### config.mk
export PLATFORM = sky130hd
export DESIGN_NAME = nfhc_ctrl
export DESIGN_NICKNAME = d
export VERILOG_FILES = /design/src/nfhc_pkg.sv /design/src/nfhc_ctrl.sv
export SDC_FILE = /design/constraint.sdc
export NUM_CORES = 1
export LEC_CHECK = 0
export ABC_AREA = 1
export BUFFER_PORTS_ARGS = -buffer_cell sky130_fd_sc_hd__buf_2
export CORE_AREA = 2 2 114 116
export DETAILED_ROUTE_END_ITERATION = 16
export DIE_AREA = 0 0 116 118
export GPL_TIMING_DRIVEN = 0
export PLACE_DENSITY = 0.79
export REMOVE_ABC_BUFFERS = 1
export SLEW_MARGIN = 40
export SYNTH_ARGS = -nofsm -noshare
export SYNTH_HDL_FRONTEND = slang
export SYNTH_SLANG_ARGS = --single-unit
### constraint.sdc
create_clock -name REF_CLK -period 3.6 [get_ports REF_CLK]
set_input_delay 0.36 -clock REF_CLK [delete_from_list [all_inputs] [get_ports REF_CLK]]
set_output_delay 0.36 -clock REF_CLK [all_outputs]
set_load 0.03 [all_outputs]
### src/nfhc_pkg.sv
// Constants, commands and carrier types of the NAND flash host controller
package nfhc_pkg;
  // Clock and pin timing
  localparam int CLK_PERIOD_NS = 50;
  localparam int T_POWERUP_NS = 1000;
  localparam int T_WB_NS = 100;
  localparam int T_WP_NS = 25;
  localparam int T_WH_NS = 15;
  localparam int T_REA_NS = 35;
  localparam int T_REH_NS = 15;
  localparam int SYNC_CYC = 2;
  // Least times round up to whole cycles, never below one
  localparam logic [7:0] POWERUP_CYC = 8'((T_POWERUP_NS + CLK_PERIOD_NS - 1) / CLK_PERIOD_NS);
  localparam logic [7:0] WB_CYC = 8'((T_WB_NS + CLK_PERIOD_NS - 1) / CLK_PERIOD_NS);
  localparam logic [7:0] WP_CYC = 8'((T_WP_NS + CLK_PERIOD_NS - 1) / CLK_PERIOD_NS);
  localparam logic [7:0] WH_CYC = 8'((T_WH_NS + CLK_PERIOD_NS - 1) / CLK_PERIOD_NS);
  localparam logic [7:0] REA_CYC = 8'((T_REA_NS + CLK_PERIOD_NS - 1) / CLK_PERIOD_NS + SYNC_CYC);
  localparam logic [7:0] REH_CYC = 8'((T_REH_NS + CLK_PERIOD_NS - 1) / CLK_PERIOD_NS);
  // Command bytes
  localparam logic [7:0] CMD_READ1 = 8'h00;
  localparam logic [7:0] CMD_COPYBACK = 8'h8A;
  localparam logic [7:0] CMD_ERASE_SETUP = 8'h60;
  localparam logic [7:0] CMD_ERASE_GO = 8'hD0;
  localparam logic [7:0] CMD_STATUS = 8'h70;
  localparam logic [7:0] CMD_READ_ID = 8'h90;
  localparam logic [7:0] CMD_RESET = 8'hFF;
  localparam logic [7:0] ID_ADDR = 8'h00;
  localparam logic [7:0] COL_ADDR = 8'h00;
  // Result flag fields of the device
  localparam int ST_FAIL_BIT = 0;
  localparam int ST_READY_BIT = 6;
  localparam int ST_WP_BIT = 7;
  localparam logic [7:0] STATUS_RESET = 8'hC0;
  // Row address: bit 0 is A9, so the plane bit sits at row bit 5
  localparam int PLANE_ROW_BIT = 5;
  localparam logic [7:0] ERASE_ROW_MASK = 8'hE0;
  // Requests and script steps
  typedef enum logic [2:0] {OP_READ, OP_COPYBACK, OP_ERASE, OP_STATUS, OP_READ_ID, OP_RESET} nfhc_op_t;
  typedef enum logic [2:0] {K_CMD, K_ADDR, K_WAIT, K_READ, K_END} nfhc_kind_t;
  typedef struct packed {
    nfhc_kind_t kind;
    logic [7:0] data;
  } nfhc_step_t;
  typedef struct packed {
    nfhc_op_t op;
    logic [15:0] src_row;
    logic [15:0] dst_row;
  } nfhc_req_t;
  typedef struct packed {
    logic [7:0] status;
    logic [7:0] id_maker;
    logic [7:0] id_device;
    logic fail;
    logic refused;
  } nfhc_resp_t;
endpackage

### src/nfhc_ctrl.sv
// Host controller that drives a byte-wide NAND flash through its pins
`timescale 1ns/100ps
`default_nettype none
module nfhc_ctrl (
  // Clock and reset
  input wire logic REF_CLK,
  input wire logic RESETN,
  // User request side
  input wire logic REQ_VALID,
  input wire nfhc_pkg::nfhc_req_t REQ,
  output logic REQ_READY,
  output logic RESP_VALID,
  output var nfhc_pkg::nfhc_resp_t RESP,
  // Flash strobes
  output logic CE_N,
  output logic CLE,
  output logic ALE,
  output logic WE_N,
  output logic READ_STROBE_N,
  output logic WP_N,
  // Flash data port and busy line
  output logic [7:0] IO_OUT,
  output logic IO_OE_N,
  input wire logic [7:0] IO_IN,
  input wire logic READY_BUSY
);
  import nfhc_pkg::*;

  typedef enum {S_PWRUP, S_IDLE, S_FETCH, S_WE_LO, S_WE_HI, S_WAIT_WB, S_WAIT_RB, S_RE_LO, S_RE_HI, S_DONE} nfhc_state_t;

  ////////////////////////////////////////////////////////////////////////////
  // Operation scripts: one step per index
  function automatic nfhc_step_t step_of(nfhc_op_t op, logic [3:0] i, logic [15:0] s, logic [15:0] d);
    nfhc_step_t st;
    st = '{K_END, 8'h00};
    unique case (op)
      OP_READ, OP_COPYBACK: begin
        case (i)
          4'd0: st = '{K_CMD, CMD_READ1};
          4'd1: st = '{K_ADDR, COL_ADDR};
          4'd2: st = '{K_ADDR, s[7:0]};
          4'd3: st = '{K_ADDR, s[15:8]};
          // no burst, only wait for ready
          4'd4: st = '{K_WAIT, 8'h00};
          // no page program op, so copied pages never get partial programs
          4'd5: st = (op == OP_COPYBACK) ? nfhc_step_t'{K_CMD, CMD_COPYBACK} : nfhc_step_t'{K_END, 8'h00};
          4'd6: st = '{K_ADDR, COL_ADDR};
          4'd7: st = '{K_ADDR, d[7:0]};
          4'd8: st = '{K_ADDR, d[15:8]};
          4'd9: st = '{K_WAIT, 8'h00};
          4'd10: st = '{K_CMD, CMD_STATUS};
          4'd11: st = '{K_READ, 8'h00};
          default: st = '{K_END, 8'h00};
        endcase
      end
      OP_ERASE: begin
        case (i)
          // setup and two block address cycles
          4'd0: st = '{K_CMD, CMD_ERASE_SETUP};
          // page bits below the plane bit sent as zero
          4'd1: st = '{K_ADDR, s[7:0] & ERASE_ROW_MASK};
          4'd2: st = '{K_ADDR, s[15:8]};
          4'd3: st = '{K_CMD, CMD_ERASE_GO};
          4'd4: st = '{K_WAIT, 8'h00};
          4'd5: st = '{K_CMD, CMD_STATUS};
          4'd6: st = '{K_READ, 8'h00};
          default: st = '{K_END, 8'h00};
        endcase
      end
      OP_STATUS: begin
        case (i)
          4'd0: st = '{K_CMD, CMD_STATUS};
          4'd1: st = '{K_READ, 8'h00};
          default: st = '{K_END, 8'h00};
        endcase
      end
      OP_READ_ID: begin
        // id command, address 00h, two reads
        case (i)
          4'd0: st = '{K_CMD, CMD_READ_ID};
          4'd1: st = '{K_ADDR, ID_ADDR};
          4'd2: st = '{K_READ, 8'h00};
          4'd3: st = '{K_READ, 8'h00};
          default: st = '{K_END, 8'h00};
        endcase
      end
      OP_RESET: begin
        // reset command then wait out the busy time
        case (i)
          4'd0: st = '{K_CMD, CMD_RESET};
          4'd1: st = '{K_WAIT, 8'h00};
          default: st = '{K_END, 8'h00};
        endcase
      end
      default: st = '{K_END, 8'h00};
    endcase
    return st;
  endfunction

  ////////////////////////////////////////////////////////////////////////////
  // State
  nfhc_state_t state_ff, nxt_state;
  nfhc_req_t req_ff, nxt_req;
  nfhc_step_t step_ff, nxt_step;
  logic [3:0] idx_ff, nxt_idx;
  logic [7:0] cnt_ff, nxt_cnt;
  logic rd_idx_ff, nxt_rd_idx;
  logic [7:0] rdbuf_ff [2];
  logic refused_ff, nxt_refused;
  logic reset_state_ff, nxt_reset_state;
  logic [7:0] io_s1_ff, io_s2_ff;
  logic rb_s1_ff, rb_s2_ff;

  // Decoding wires
  wire plane_bad = (REQ.op == OP_COPYBACK) && (REQ.src_row[PLANE_ROW_BIT] != REQ.dst_row[PLANE_ROW_BIT]);
  wire reset_dup = (REQ.op == OP_RESET) && reset_state_ff;
  wire take = (state_ff == S_IDLE) && REQ_VALID;
  wire nfhc_step_t cur_step = step_of(req_ff.op, idx_ff, req_ff.src_row, req_ff.dst_row);
  wire [7:0] lim = (state_ff == S_PWRUP) ? POWERUP_CYC :
                   (state_ff == S_WE_LO) ? WP_CYC :
                   (state_ff == S_WE_HI) ? WH_CYC :
                   (state_ff == S_WAIT_WB) ? WB_CYC :
                   (state_ff == S_RE_LO) ? REA_CYC : REH_CYC;
  wire cnt_done = (cnt_ff == lim - 8'h01);
  wire sample = (state_ff == S_RE_LO) && cnt_done;
  wire has_fail = (req_ff.op == OP_COPYBACK) || (req_ff.op == OP_ERASE) || (req_ff.op == OP_STATUS);

  ////////////////////////////////////////////////////////////////////////////
  // Next state
  always_comb begin
    nxt_state = state_ff;
    nxt_req = req_ff;
    nxt_step = step_ff;
    nxt_idx = idx_ff;
    nxt_rd_idx = rd_idx_ff;
    nxt_refused = refused_ff;
    nxt_reset_state = reset_state_ff;
    unique case (state_ff)
      S_PWRUP: if (cnt_done) nxt_state = S_IDLE;
      S_IDLE: begin
        if (take) begin
          nxt_req = REQ;
          nxt_idx = 4'd0;
          nxt_rd_idx = 1'b0;
          // cross-plane copy-back refused; repeated reset skipped
          nxt_refused = plane_bad;
          nxt_state = (plane_bad || reset_dup) ? S_DONE : S_FETCH;
          // A refused request never reaches the device, so its reset state stays
          nxt_reset_state = plane_bad ? reset_state_ff : (REQ.op == OP_RESET);
        end
      end
      S_FETCH: begin
        nxt_step = cur_step;
        unique case (cur_step.kind)
          K_CMD, K_ADDR: nxt_state = S_WE_LO;
          K_WAIT: nxt_state = S_WAIT_WB;
          K_READ: nxt_state = S_RE_LO;
          default: nxt_state = S_DONE;
        endcase
      end
      S_WE_LO: if (cnt_done) nxt_state = S_WE_HI;
      S_WE_HI: begin
        if (cnt_done) begin
          nxt_idx = idx_ff + 4'd1;
          nxt_state = S_FETCH;
        end
      end
      S_WAIT_WB: if (cnt_done) nxt_state = S_WAIT_RB;
      // nothing written while the device is busy
      S_WAIT_RB: begin
        if (rb_s2_ff) begin
          nxt_idx = idx_ff + 4'd1;
          nxt_state = S_FETCH;
        end
      end
      S_RE_LO: if (cnt_done) nxt_state = S_RE_HI;
      S_RE_HI: begin
        if (cnt_done) begin
          nxt_idx = idx_ff + 4'd1;
          nxt_rd_idx = 1'b1;
          nxt_state = S_FETCH;
        end
      end
      S_DONE: nxt_state = S_IDLE;
    endcase
    nxt_cnt = (nxt_state != state_ff) ? 8'h00 : cnt_ff + 8'h01;
  end

  // Pin levels for the coming cycle
  wire nxt_we_lo = (nxt_state == S_WE_LO);
  wire nxt_drive = (nxt_state == S_WE_LO) || (nxt_state == S_WE_HI);
  wire nxt_active = (nxt_state != S_IDLE) && (nxt_state != S_PWRUP);
  wire nxt_is_cmd = nxt_drive && (nxt_step.kind == K_CMD);
  wire nxt_is_addr = nxt_drive && (nxt_step.kind == K_ADDR);

  ////////////////////////////////////////////////////////////////////////////
  // Pin synchronisers
  always_ff @(posedge REF_CLK) begin
    io_s1_ff <= IO_IN;
    io_s2_ff <= io_s1_ff;
    rb_s1_ff <= READY_BUSY;
    rb_s2_ff <= rb_s1_ff;
  end

  // Sequencer registers
  always_ff @(posedge REF_CLK) begin
    if (!RESETN) begin
      state_ff <= S_PWRUP;
      req_ff <= '0;
      step_ff <= '{K_END, 8'h00};
      idx_ff <= 4'd0;
      cnt_ff <= 8'h00;
      rd_idx_ff <= 1'b0;
      refused_ff <= 1'b0;
      reset_state_ff <= 1'b0;
    end else begin
      state_ff <= nxt_state;
      req_ff <= nxt_req;
      step_ff <= nxt_step;
      idx_ff <= nxt_idx;
      cnt_ff <= nxt_cnt;
      rd_idx_ff <= nxt_rd_idx;
      refused_ff <= nxt_refused;
      reset_state_ff <= nxt_reset_state;
    end
  end

  // Read capture: status byte or id bytes
  always_ff @(posedge REF_CLK) begin
    if (!RESETN) begin
      rdbuf_ff[0] <= STATUS_RESET;
      rdbuf_ff[1] <= 8'h00;
    end else if (sample) begin
      rdbuf_ff[rd_idx_ff] <= io_s2_ff;
    end
  end

  // strobes and latch enables from flops
  always_ff @(posedge REF_CLK) begin
    if (!RESETN) begin
      CE_N <= 1'b1;
      CLE <= 1'b0;
      ALE <= 1'b0;
      WE_N <= 1'b1;
      READ_STROBE_N <= 1'b1;
      WP_N <= 1'b0;
      IO_OUT <= 8'h00;
      IO_OE_N <= 1'b1;
      REQ_READY <= 1'b0;
    end else begin
      CE_N <= !nxt_active;
      CLE <= nxt_is_cmd;
      ALE <= nxt_is_addr;
      WE_N <= !nxt_we_lo;
      READ_STROBE_N <= (nxt_state != S_RE_LO);
      WP_N <= (nxt_state != S_PWRUP);
      IO_OUT <= nxt_drive ? nxt_step.data : 8'h00;
      IO_OE_N <= !nxt_drive;
      REQ_READY <= (nxt_state == S_IDLE);
    end
  end

  // Response on completion
  // copied data unchecked here
  always_ff @(posedge REF_CLK) begin
    if (!RESETN) begin
      RESP_VALID <= 1'b0;
      RESP <= '0;
    end else begin
      RESP_VALID <= (state_ff == S_DONE);
      if (state_ff == S_DONE) begin
        RESP.status <= rdbuf_ff[0];
        RESP.id_maker <= rdbuf_ff[0];
        RESP.id_device <= rdbuf_ff[1];
        // pass/fail bit forwarded as the failure flag for copy-back, erase and status only, and never for a refused request
        RESP.fail <= has_fail && !refused_ff && rdbuf_ff[0][ST_FAIL_BIT];
        RESP.refused <= refused_ff;
      end
    end
  end

  ////////////////////////////////////////////////////////////////////////////
  // Checks
  a_latch_excl: assert property (@(posedge REF_CLK) disable iff (!RESETN) !(CLE && ALE))
    else $error("Command and address latch both high");
  a_latch_drive: assert property (@(posedge REF_CLK) disable iff (!RESETN) (!WE_N && (CLE || ALE)) |-> (!IO_OE_N && !CE_N))
    else $error("Latch cycle without data drive");
  a_erase_mask: assert property (@(posedge REF_CLK) disable iff (!RESETN) (ALE && !WE_N && req_ff.op == OP_ERASE && idx_ff == 4'd1) |-> (IO_OUT[4:0] == 5'h00))
    else $error("Erase address carries page bits");
  a_plane_refuse: assert property (@(posedge REF_CLK) disable iff (!RESETN) (take && plane_bad) |=> (state_ff == S_DONE) ##1 (RESP_VALID && RESP.refused && CE_N))
    else $error("Cross-plane copy-back not refused");
  a_pwrup_quiet: assert property (@(posedge REF_CLK) disable iff (!RESETN) (state_ff == S_PWRUP) |-> (!WP_N && WE_N && CE_N && !CLE))
    else $error("Activity during power-up recovery");
  a_busy_hold: assert property (@(posedge REF_CLK) disable iff (!RESETN) (state_ff == S_WAIT_RB && !rb_s2_ff) |=> (WE_N && READ_STROBE_N))
    else $error("Strobe while device busy");
  a_fail_report: assert property (@(posedge REF_CLK) disable iff (!RESETN) (RESP_VALID && !RESP.refused && (req_ff.op == OP_ERASE || req_ff.op == OP_COPYBACK)) |-> (RESP.fail == RESP.status[ST_FAIL_BIT] && RESP.status[ST_READY_BIT]))
    else $error("Failure flag differs from status bit");
  a_strobe_excl: assert property (@(posedge REF_CLK) disable iff (!RESETN) !(!WE_N && !READ_STROBE_N))
    else $error("Write and read strobes both low");
  a_erase_start: assert property (@(posedge REF_CLK) disable iff (!RESETN) ($rose(WE_N) && CLE && IO_OUT == CMD_ERASE_GO) |-> ##[1:8] (state_ff == S_WAIT_WB))
    else $error("Erase confirm not followed by busy wait");
endmodule
`default_nettype wire

### Word-level counts from Yosys, hierarchy flattened

Memory sizes are Yosys's and may differ from the RTL's. A register that Yosys moved wholly into a read port is not among the register bits.
Index checks and enable logic that the tools add are counted.

* register bits: 138
* memories kept: 1
* logic and storage cells: 160
* memory bits (writable): 16

* mux-type cells: 37
* bitwise operators: 2
* eq/ne operators: 49
* add/subtract/negate cells: 3
* reduce and logical (&&, ||, !) cells: 40

Memories
* rdbuf_ff: depth 2, width 8, read ports 2, clocked after Yosys merged registers in 1, write ports 2, RTL line nfhc_ctrl.sv:108 `logic [7:0] rdbuf_ff [2];`

Operator list (number)
* $pmux W32 S9: 1
* $mux W32: 7
* $eq A32 B3 Y1 const B: 6
* $eq A32 B4 Y1 const B: 6
* $eq A32 B2 Y1 const B: 4
* $pmux W11 S10: 1
* $pmux W11 S7: 1
* $logic_not A32 Y1: 2
* $pmux W11 S5: 1
* $pmux W11 S2: 2
* $pmux W11 S3: 1
* $eq A32 B1 Y1 const B: 1
* $eq A32 B5 Y1 const B: 1
* $ne A32 B2 Y1 const B: 1
* $ne A32 B32 Y1: 1
* $ne A32 B4 Y1 const B: 1
* $reduce_bool A32 Y1: 1
* $pmux W4 S3: 2
* $mux W11: 2
* $eq A4 B3 Y1 const B: 4
* $eq A4 B4 Y1 const B: 4
* $mux W4: 4
* $reduce_or A2 Y1: 7
* $eq A3 B1 Y1 const B: 4
* other kinds (28): 66

### Longest topological paths before layout

Gate-level depths: netlist of run 1.

* depth after elaboration: 14
* mapped depth: 24
* depth with buffers taken out: 24

### Least setup slack after synthesis of run 1

Ideal clock, no wire load.

* path kind: reg-to-reg
* from: register state_ff[18]
* to: memory rdbuf_ff[0][0] (enable)
* data arrival time: 3.005 ns
* path buffers: 1
* library setup time: 0.329 ns
* slack: 0.266 ns
* clock period less this slack: 3.334 ns
* cell stages (with the launch flop): 21
* cells stage by stage: dfxtp_1 -> nor2_1 -> nand2_1 -> nor2_2 -> nand2_2 -> nor2_8 -> nand2_1 -> inv_1 -> a21oi_1 -> ha_1 -> inv_1 -> ha_1 -> xor2_1 -> nor3_1 -> nand4_2 -> buf_6 -> nor2_1 -> inv_1 -> nor3_2 -> inv_1 -> nand2_1

RTL lines
* start: declaration: RTL line nfhc_ctrl.sv:102 `nfhc_state_t state_ff, nxt_state;`
* start signal: assignment: RTL line nfhc_ctrl.sv:217 `state_ff <= nxt_state;`
* end: declaration: RTL line nfhc_ctrl.sv:108

### Worst setup path in the final report of run 1

* from: register state_ff[24]
* to: register ALE

* longest elaborated chain between the ends: 13
* elaborated cells between the ends (all ways): 39
* those cells by class: add/sub (1); eq/ne (18); mux (14); reduce/logical (6)

Ends and longest elaborated chain
* $eq A32 B4 Y1: RTL line nfhc_ctrl.sv:123 `(state_ff == S_RE_LO) ? REA_CYC : REH_CYC;`
* $mux W2: RTL line nfhc_ctrl.sv:123
* $mux W2: RTL line nfhc_ctrl.sv:122 `(state_ff == S_WAIT_WB) ? WB_CYC :`
* $mux W2: RTL line nfhc_ctrl.sv:121 `(state_ff == S_WE_HI) ? WH_CYC :`
* $mux W2: RTL line nfhc_ctrl.sv:120 `(state_ff == S_WE_LO) ? WP_CYC :`
* $mux W5: RTL line nfhc_ctrl.sv:119 `wire [7:0] lim = (state_ff == S_PWRUP) ? POWERUP_CYC :`
* $sub A5 B1 Y6: RTL line nfhc_ctrl.sv:124 `wire cnt_done = (cnt_ff == lim - 8'h01);`
* $eq A8 B8 Y1: RTL line nfhc_ctrl.sv:124
* $mux W32 (on tied branches)
* $pmux W32 S9: RTL line nfhc_ctrl.sv:138 `unique case (state_ff)`
* $eq A32 B3 Y1 / $eq A32 B4 Y1 (equally long branches): RTL line nfhc_ctrl.sv:191 `wire nxt_drive = (nxt_state == S_WE_LO) || (nxt_state == S_WE_HI);`
* $logic_or A1 B1 Y1: RTL line nfhc_ctrl.sv:191
* $logic_and A1 B1 Y1 *: RTL line nfhc_ctrl.sv:194 `wire nxt_is_addr = nxt_drive && (nxt_step.kind == K_ADDR);`
* end signal: assignment: RTL line nfhc_ctrl.sv:253 `ALE <= nxt_is_addr;`
* end: declaration: RTL line nfhc_ctrl.sv:17 `output logic ALE,`

Mark *: on every way between the ends. The rest lies on a longest branch, timed or not.
A chain may end at the register's enable or synchronous reset.

==> results_dict.tcl, run 1 <==
set metrics [dict create \
    antenna_left 0 \
    gr-usage-all-layers_pct 24.1 \
    first_pass_iters 5 \
    setup-violations-final 0 \
    dpl.hpwl_um 10600 \
    leakage_uw 0.00385 \
    cts_tree "built" \
    fin_nets 1108 \
    start_util_pct 57.2 \
    die_x_um 116 \
    synth_edf_count 16 \
    vias_per_cell 5.19 \
    skew_ns 0.00912 \
    cts_buffer_depth 2 \
    crit_fanout 6 \
    synth_area_leaders "dfxtp_1 41%, nor2_1 11%, nand2_1 9.4%, edfxtp_1 6.8%, o21ai_0 5.1%" \
    end_kind "flip-flop" \
    clkSlewWorstSetupHoldPaths_ns 0.06 \
    n_antenna_cell 0 \
    ys_types 44 \
    grt-ovfl-total 0 \
    clk_latency_ns 0.44 \
    slowest_stage "dfxtp_1" \
    clkSinkCount 162 \
    synth_cells 963 \
    timing.fmax_mhz 294 \
    start_kind "flip-flop" \
    reg2reg_from "state_ff[24]$_SDFF_PN0_" \
    slew-limit-headroom_pct 46.3 \
    post-route-period-util_pct 94.5 \
    synthToLayoutAreaGrowth_pct 20.1 \
    hp-start "IO_IN[2]" \
    worstPathRequired_ns 3.98 \
    ys_async_sr_fraction_pct 0 \
    cts_htree_levels 4 \
    cts_buffers 17 \
    yosysWarnings 0 \
    power.total_uw 5540 \
    antenna_found_initial 0 \
    num_rows 41 \
    max_stage_delay_ns 0.33 \
    holdWs_ns 0.0195 \
    die_h_um 118 \
    yosysMostFrequentCell "nor2_1" \
    grt_pass1_wl_um 26000 \
    synth_top_area_share_pct 41.1 \
    slew_viol_final 0 \
    irDropWorstVdd_mv 0.497 \
    ys_seq_area_share_pct 47.9 \
    coreArea_um2 12400 \
    wl_per_cell_um 13.4 \
    ctsRootBufferMaster "clkbuf_16" \
    syn_area_um2 7100 \
    first_global_vias 5617 \
    status "completed" \
    powerDensity_nw_per_um2 649 \
    drt_wl_total_um 16600 \
    synth_commonest_cells "210 x nor2_1, 178 x nand2_1, 146 x dfxtp_1" \
    grt_start_max_net_pins 57 \
    routabilityCongestion 0.941 \
    tightest_slew_ns 0.801 \
    ys.flop_type "dfxtp_1" \
    drive_above_1_share_pct 21.5 \
    hold_path_class "input pin to flip-flop" \
    num-fill-cells 1048 \
    remaining_drc_errors 0 \
    period_minus_slack_ns 3.40 \
    hold_viol 0 \
    cp.arrival_ns 3.78 \
    top_level_ports 90 \
    synth_seq_cells 162 \
    synth_top_cell_by_area "dfxtp_1" \
    crit_start "state_ff[24]$_SDFF_PN0_" \
    portBuffers 89 \
    max_cap_violations 0 \
    crit_buf_inv 3 \
    cts-hold-fix-buffers 0 \
    fin_setup_tns_ns 0 \
    vias 6429 \
    drtIter0Drc 492 \
    die-area_um2 13700 \
    crit_top_cell "nand2_4" \
    critPathKind "flip-flop to flip-flop" \
    critPathTopFamily "simple AND/OR/NAND/NOR gates" \
    path_cells "nor2_1 > nand2_2 > nor2_4 > nand2_4 > nor2_8 > nand2_4 > inv_2 > a21oi_1 > ha_2 > inv_2 > ha_4 > xor2_2 > nor3_4 > nand4_4 > buf_6 > nand2_1 > nand2_1 > nand2_2 > nand3_2 > nor2_4 > nand2_2 > nand2_4 > nand2_4 > nor2_2" \
    avgSynthCellArea_um2 7.38 \
]
layout make-up:
type / count / area [um2] / share of cell area, %
clock inverters: 13 / 103 / 1.20
well taps: 172 / 215 / 2.52
clock buffers: 19 / 443 / 5.19
multi-input cells: 667 / 3390 / 39.8
repair buffers: 102 / 573 / 6.72
flip-flops and latches: 162 / 3410 / 40.0
inverters: 104 / 393 / 4.60
routing by layer:
metal / part of all wire (%) / routed length, um / vias up / GRT usage (%)
met5: 0 / 0 / - / 0
met4: 1.7 / 275 / 0 / 8.71
met3: 6.4 / 1060 / 25 / 5.46
met2: 47 / 7810 / 220 / 38.9
met1: 45 / 7490 / 2921 / 31.5
li1: - / - / 3263 / -
timing repair:
item | CTS | global route
resized for setup | 12 | 39
endpoints found under the setup margin | 62 | 59
pin swaps | 2 | 12
gates cloned | 4 | 1
setup buffers | 5 | 6
logic make-up after synthesis:
| family | Yosys count | share of synthesized area, % |
|---|---|---|
| simple gates | 501 | 30.2 |
| flops | 162 | 47.9 |
| compound gates | 146 | 11.6 |
| buf+inv | 139 | 8.01 |
| xor+xnor | 8 | 0.986 |
| fa+ha+maj | 7 | 1.23 |
state kept, by name (all words and copies together) (netlist names), 4 cells and up:
register and flops:
step_ff 11, IO_OUT 8, cnt_ff 8, io_s1_ff 8, io_s2_ff 8, RESP 18
req_ff 35, idx_ff 4, state_ff 32, rdbuf_ff 16
placed cells by master, fill, tap and decap left out, types with 3 or more instances in the layout:
| cell | synthesis | layout |
|---|---|---|
| ha_1 | 7 | 5 |
| xor2_1 | 5 | 4 |
| clkinvlp_4 | 0 | 3 |
| inv_6 | 0 | 4 |
| a211oi_1 | 4 | 4 |
| nand3_1 | 40 | 37 |
| nor3_1 | 16 | 13 |
| nor2_1 | 210 | 204 |
| nor2_4 | 3 | 11 |
| buf_6 | 2 | 4 |
| o21ai_1 | 3 | 4 |
| o211ai_1 | 4 | 4 |
| clkinv_4 | 0 | 4 |
| dfxtp_2 | 0 | 4 |
| o21ai_0 | 73 | 72 |
| a21oi_1 | 42 | 42 |
| nand3_2 | 2 | 5 |
| clkbuf_16 | 0 | 17 |
| xnor2_1 | 3 | 3 |
| nand2_2 | 16 | 17 |
| nand4_4 | 0 | 3 |
| buf_2 | 2 | 88 |
| inv_2 | 10 | 13 |
| buf_4 | 8 | 8 |
| edfxtp_1 | 16 | 16 |
| inv_1 | 94 | 90 |
| nand2_1 | 178 | 171 |
| nand2_4 | 1 | 8 |
| a221o_1 | 3 | 3 |
| nor2_2 | 20 | 18 |
| nand4_1 | 7 | 7 |
| dfxtp_1 | 146 | 141 |
path summary, 6_finish.rpt:
check,slack (ns),cells after the start,endpoint
max,0.20,24,ALE$_SDFF_PN0_
min,0.02,1,io_s1_ff[2]$_DFF_P_
max reg2reg,0.20,24,ALE$_SDFF_PN0_
min reg2reg,0.32,0,io_s2_ff[2]$_DFF_P_
power breakdown:
part	internal, uW	switching [uW]
clock network	907	755
logic	612	1180
registers	1980	104
metrics by stage:
stage / instance area, um2 / std cells / utilization, % / setup WS (ns)
2_1_floorplan: 6930 / 928 / - / -0.283
3_3_place_gp: 7590 / 1189 / 61.1 / -1.34
3_5_place_dp: 7620 / 1190 / 61.4 / -0.944
4_1_cts: 8310 / 1231 / 67.0 / 0.00252
5_1_grt: 8530 / 1239 / 68.7 / -0.0513
6_report: 8530 / 1239 / 68.7 / 0.197
Note: power is estimated with default switching activity, not from simulation.
==> run 2, diff against run 1 <==
Settings changed: SETUP_SLACK_MARGIN set to 0.2.
==> run 2 against run 1 <==
  * Register-to-register slack improved by 0.06 ns
  * Largest power group unchanged
  * Sequential share of layout area decreased by 1.2 points
  * Total power increased by 3.2%
  * Via count increased by 3.4%
  * Count of clock-buffer cells in the layout unchanged
  * Routed wire length increased by 4.7%
  * Critical endpoint is now IO_OUT[4]$_SDFF_PN0_
  * Die area unchanged
  * Flip-flop and latch count unchanged
==> results_dict.tcl, run 2 (synthesis results as in run 1) <==
set metrics [dict create \
    power_frac_comb_pct 34.3 \
    first_pass_iters 9 \
    layout_setup_ws_ns 0.255 \
    antenna_left 0 \
    synthToLayoutAreaGrowth_pct 24.1 \
    wl_per_cell_um 13.9 \
    max_cap_violations 0 \
    ctsRootBufferMaster "clkbuf_16" \
    start_util_pct 57.2 \
    top_level_ports 90 \
    grt_start_max_net_pins 57 \
    p_int_uw 3570 \
    grt-ovfl-total 0 \
    rr_endpoint "IO_OUT[4]$_SDFF_PN0_" \
    num_rows 41 \
    irDropWorstVdd_mv 0.498 \
    cts_buffer_depth 2 \
    cts_buffers 17 \
    post-place-ws_ns -0.944 \
    reg2reg_from "state_ff[5]$_SDFF_PN0_" \
    cts_tree "built" \
    cts_htree_levels 4 \
    vias 6647 \
    p_switching_uw 2150 \
    gr-usage-all-layers_pct 24.9 \
    switching_share_pct 37.6 \
    worstPathRequired_ns 3.98 \
    clk_latency_ns 0.44 \
    n_antenna_cell 0 \
    post-route-period-util_pct 92.9 \
    layout_commonest_cell "nor2_1" \
    timing.fmax_mhz 299 \
    drive_above_1_share_pct 25.1 \
    skew_ns 0.0190 \
    design_area_um2 8820 \
    hold_path_class "input pin to flip-flop" \
    p_clk_share_pct 29.1 \
    crit_end "IO_OUT[4]$_SDFF_PN0_" \
    cp.arrival_ns 3.72 \
    tightest_slew_ns 0.787 \
    start_kind "flip-flop" \
    crit_fanout 5 \
    top_register "req_ff" \
    mostFrequentLayoutCells "197 x nor2_1, 165 x nand2_1, 132 x dfxtp_1" \
    num-fill-cells 981 \
    period_minus_slack_ns 3.35 \
    top_regs "req_ff x35, state_ff x32, RESP x18" \
    rsz0062_at_grt "true" \
    end_kind "flip-flop" \
    vias_per_cell 5.29 \
    clkSlewWorstSetupHoldPaths_ns 0.06 \
    drt_wl_total_um 17400 \
    setup-violations-final 0 \
    fin_nets 1125 \
    antenna_found_initial 0 \
    drtIter0Drc 592 \
    grt_pass1_wl_um 26900 \
    cts-hold-fix-buffers 0 \
    largest_reg_flops 35 \
    routabilityCongestion 0.941 \
    final_util_pct 71.0 \
    dpl_cell_area_um2 7620 \
    portBuffers 89 \
    critPathKind "flip-flop to flip-flop" \
    crit_start "state_ff[5]$_SDFF_PN0_" \
    seq_power_share_pct 36.5 \
    die_h_um 118 \
    reg2reg_slack_ns 0.25 \
    status "completed" \
    die_x_um 116 \
    remaining_drc_errors 0 \
    hold_viol 0 \
    slew_viol_final 0 \
    die-area_um2 13700 \
    regArea_um2 3420 \
    powerDensity_nw_per_um2 648 \
    clkSinkCount 162 \
    leakage_uw 0.00397 \
    coreArea_um2 12400 \
    slew-limit-headroom_pct 47.2 \
    multi_input_area_um2 3530 \
    dpl.hpwl_um 10600 \
    first_global_vias 5788 \
    r2r_cells 22 \
]
## run 2: changes by cell type in the layout (fill, tap and decap cells not counted), sizes merged
cell,change
buf,+17
## run 2: routing by layer
| metal | global-route usage [%] | routed length [um] |
|---|---|---|
| met1 | 31.8 | 7400 |
| met2 | 40.6 | 8300 |
| met3 | 6.18 | 1340 |
| met4 | 9.08 | 374 |
| met5 | 0 | 0 |
## run 2: worst max-delay path, stage by stage (launching register included)
cell	delay [ns]
dfxtp_1	0.36
inv_2	0.10
nand2_2	0.08
nor2_4	0.14
nand2_2	0.11
nor2_4	0.14
nand2_4	0.07
inv_4	0.05
a21oi_2	0.04
ha_4	0.17
inv_2	0.07
ha_4	0.20
xor2_2	0.18
nor3_4	0.28
buf_6	0.19
nand4_4	0.16
nand3_1	0.18
nand2_1	0.12
a21oi_1	0.23
nand2_2	0.10
nand2_4	0.12
nand2_8	0.09
nor2_2	0.09
## run 2: cell type report
cell class / instances / area share [%]
multi-input combinational: 667 / 40.1
sequential: 162 / 38.8
timing repair buffer: 119 / 7.95
clock buffer: 19 / 5.02
inverter: 104 / 4.51
tap: 172 / 2.44
clock inverter: 13 / 1.16
## run 2: stage by stage
| stage | total power (uW) | cells | TNS [ns] | hold WS, ns |
|---|---|---|---|---|
| final | 5720 | 1256 | 0 | 0.0233 |
| after global routing | 6010 | 1256 | 0 | 0.00782 |
| after CTS | 5370 | 1242 | 0 | 0.0102 |
| after detailed placement | 3530 | 1190 | -29.89 | 0.314 |
| after global placement | 3490 | 1189 | -57.45 | 0.310 |
| after floorplan | 3200 | 928 | -4.66 | 0.310 |
## run 2: how the worst min path moves through the flow
stage | from | end | cells after the start
finish | IO_IN[2] | io_s1_ff[2]$_DFF_P_ | 1
global route | IO_IN[1] | io_s1_ff[1]$_DFF_P_ | 1
CTS | IO_IN[2] | io_s1_ff[2]$_DFF_P_ | 1
detailed placement | io_s1_ff[2]$_DFF_P_ | io_s2_ff[2]$_DFF_P_ | 0
global placement | io_s1_ff[7]$_DFF_P_ | io_s2_ff[7]$_DFF_P_ | 0
floorplan | io_s1_ff[0]$_DFF_P_ | io_s2_ff[0]$_DFF_P_ | 0
## run 2: power groups by stage
| stage | clock [uW] | combinational (uW) | sequential [uW] |
|---|---|---|---|
| finish | 1670 | 1960 | 2090 |
| global route | 1760 | 2150 | 2110 |
| CTS | 1680 | 1610 | 2080 |
| detailed placement | 0 | 1410 | 2120 |
| global placement | 0 | 1380 | 2110 |
| floorplan | 0 | 1060 | 2140 |
## run 2: timing repair
action / CTS / global route
buffers inserted: 15 / 13
resized for setup: 25 / 71
cloned: 5 / 0
endpoints found under the setup margin: 71 / 60
pin swaps: 12 / 35
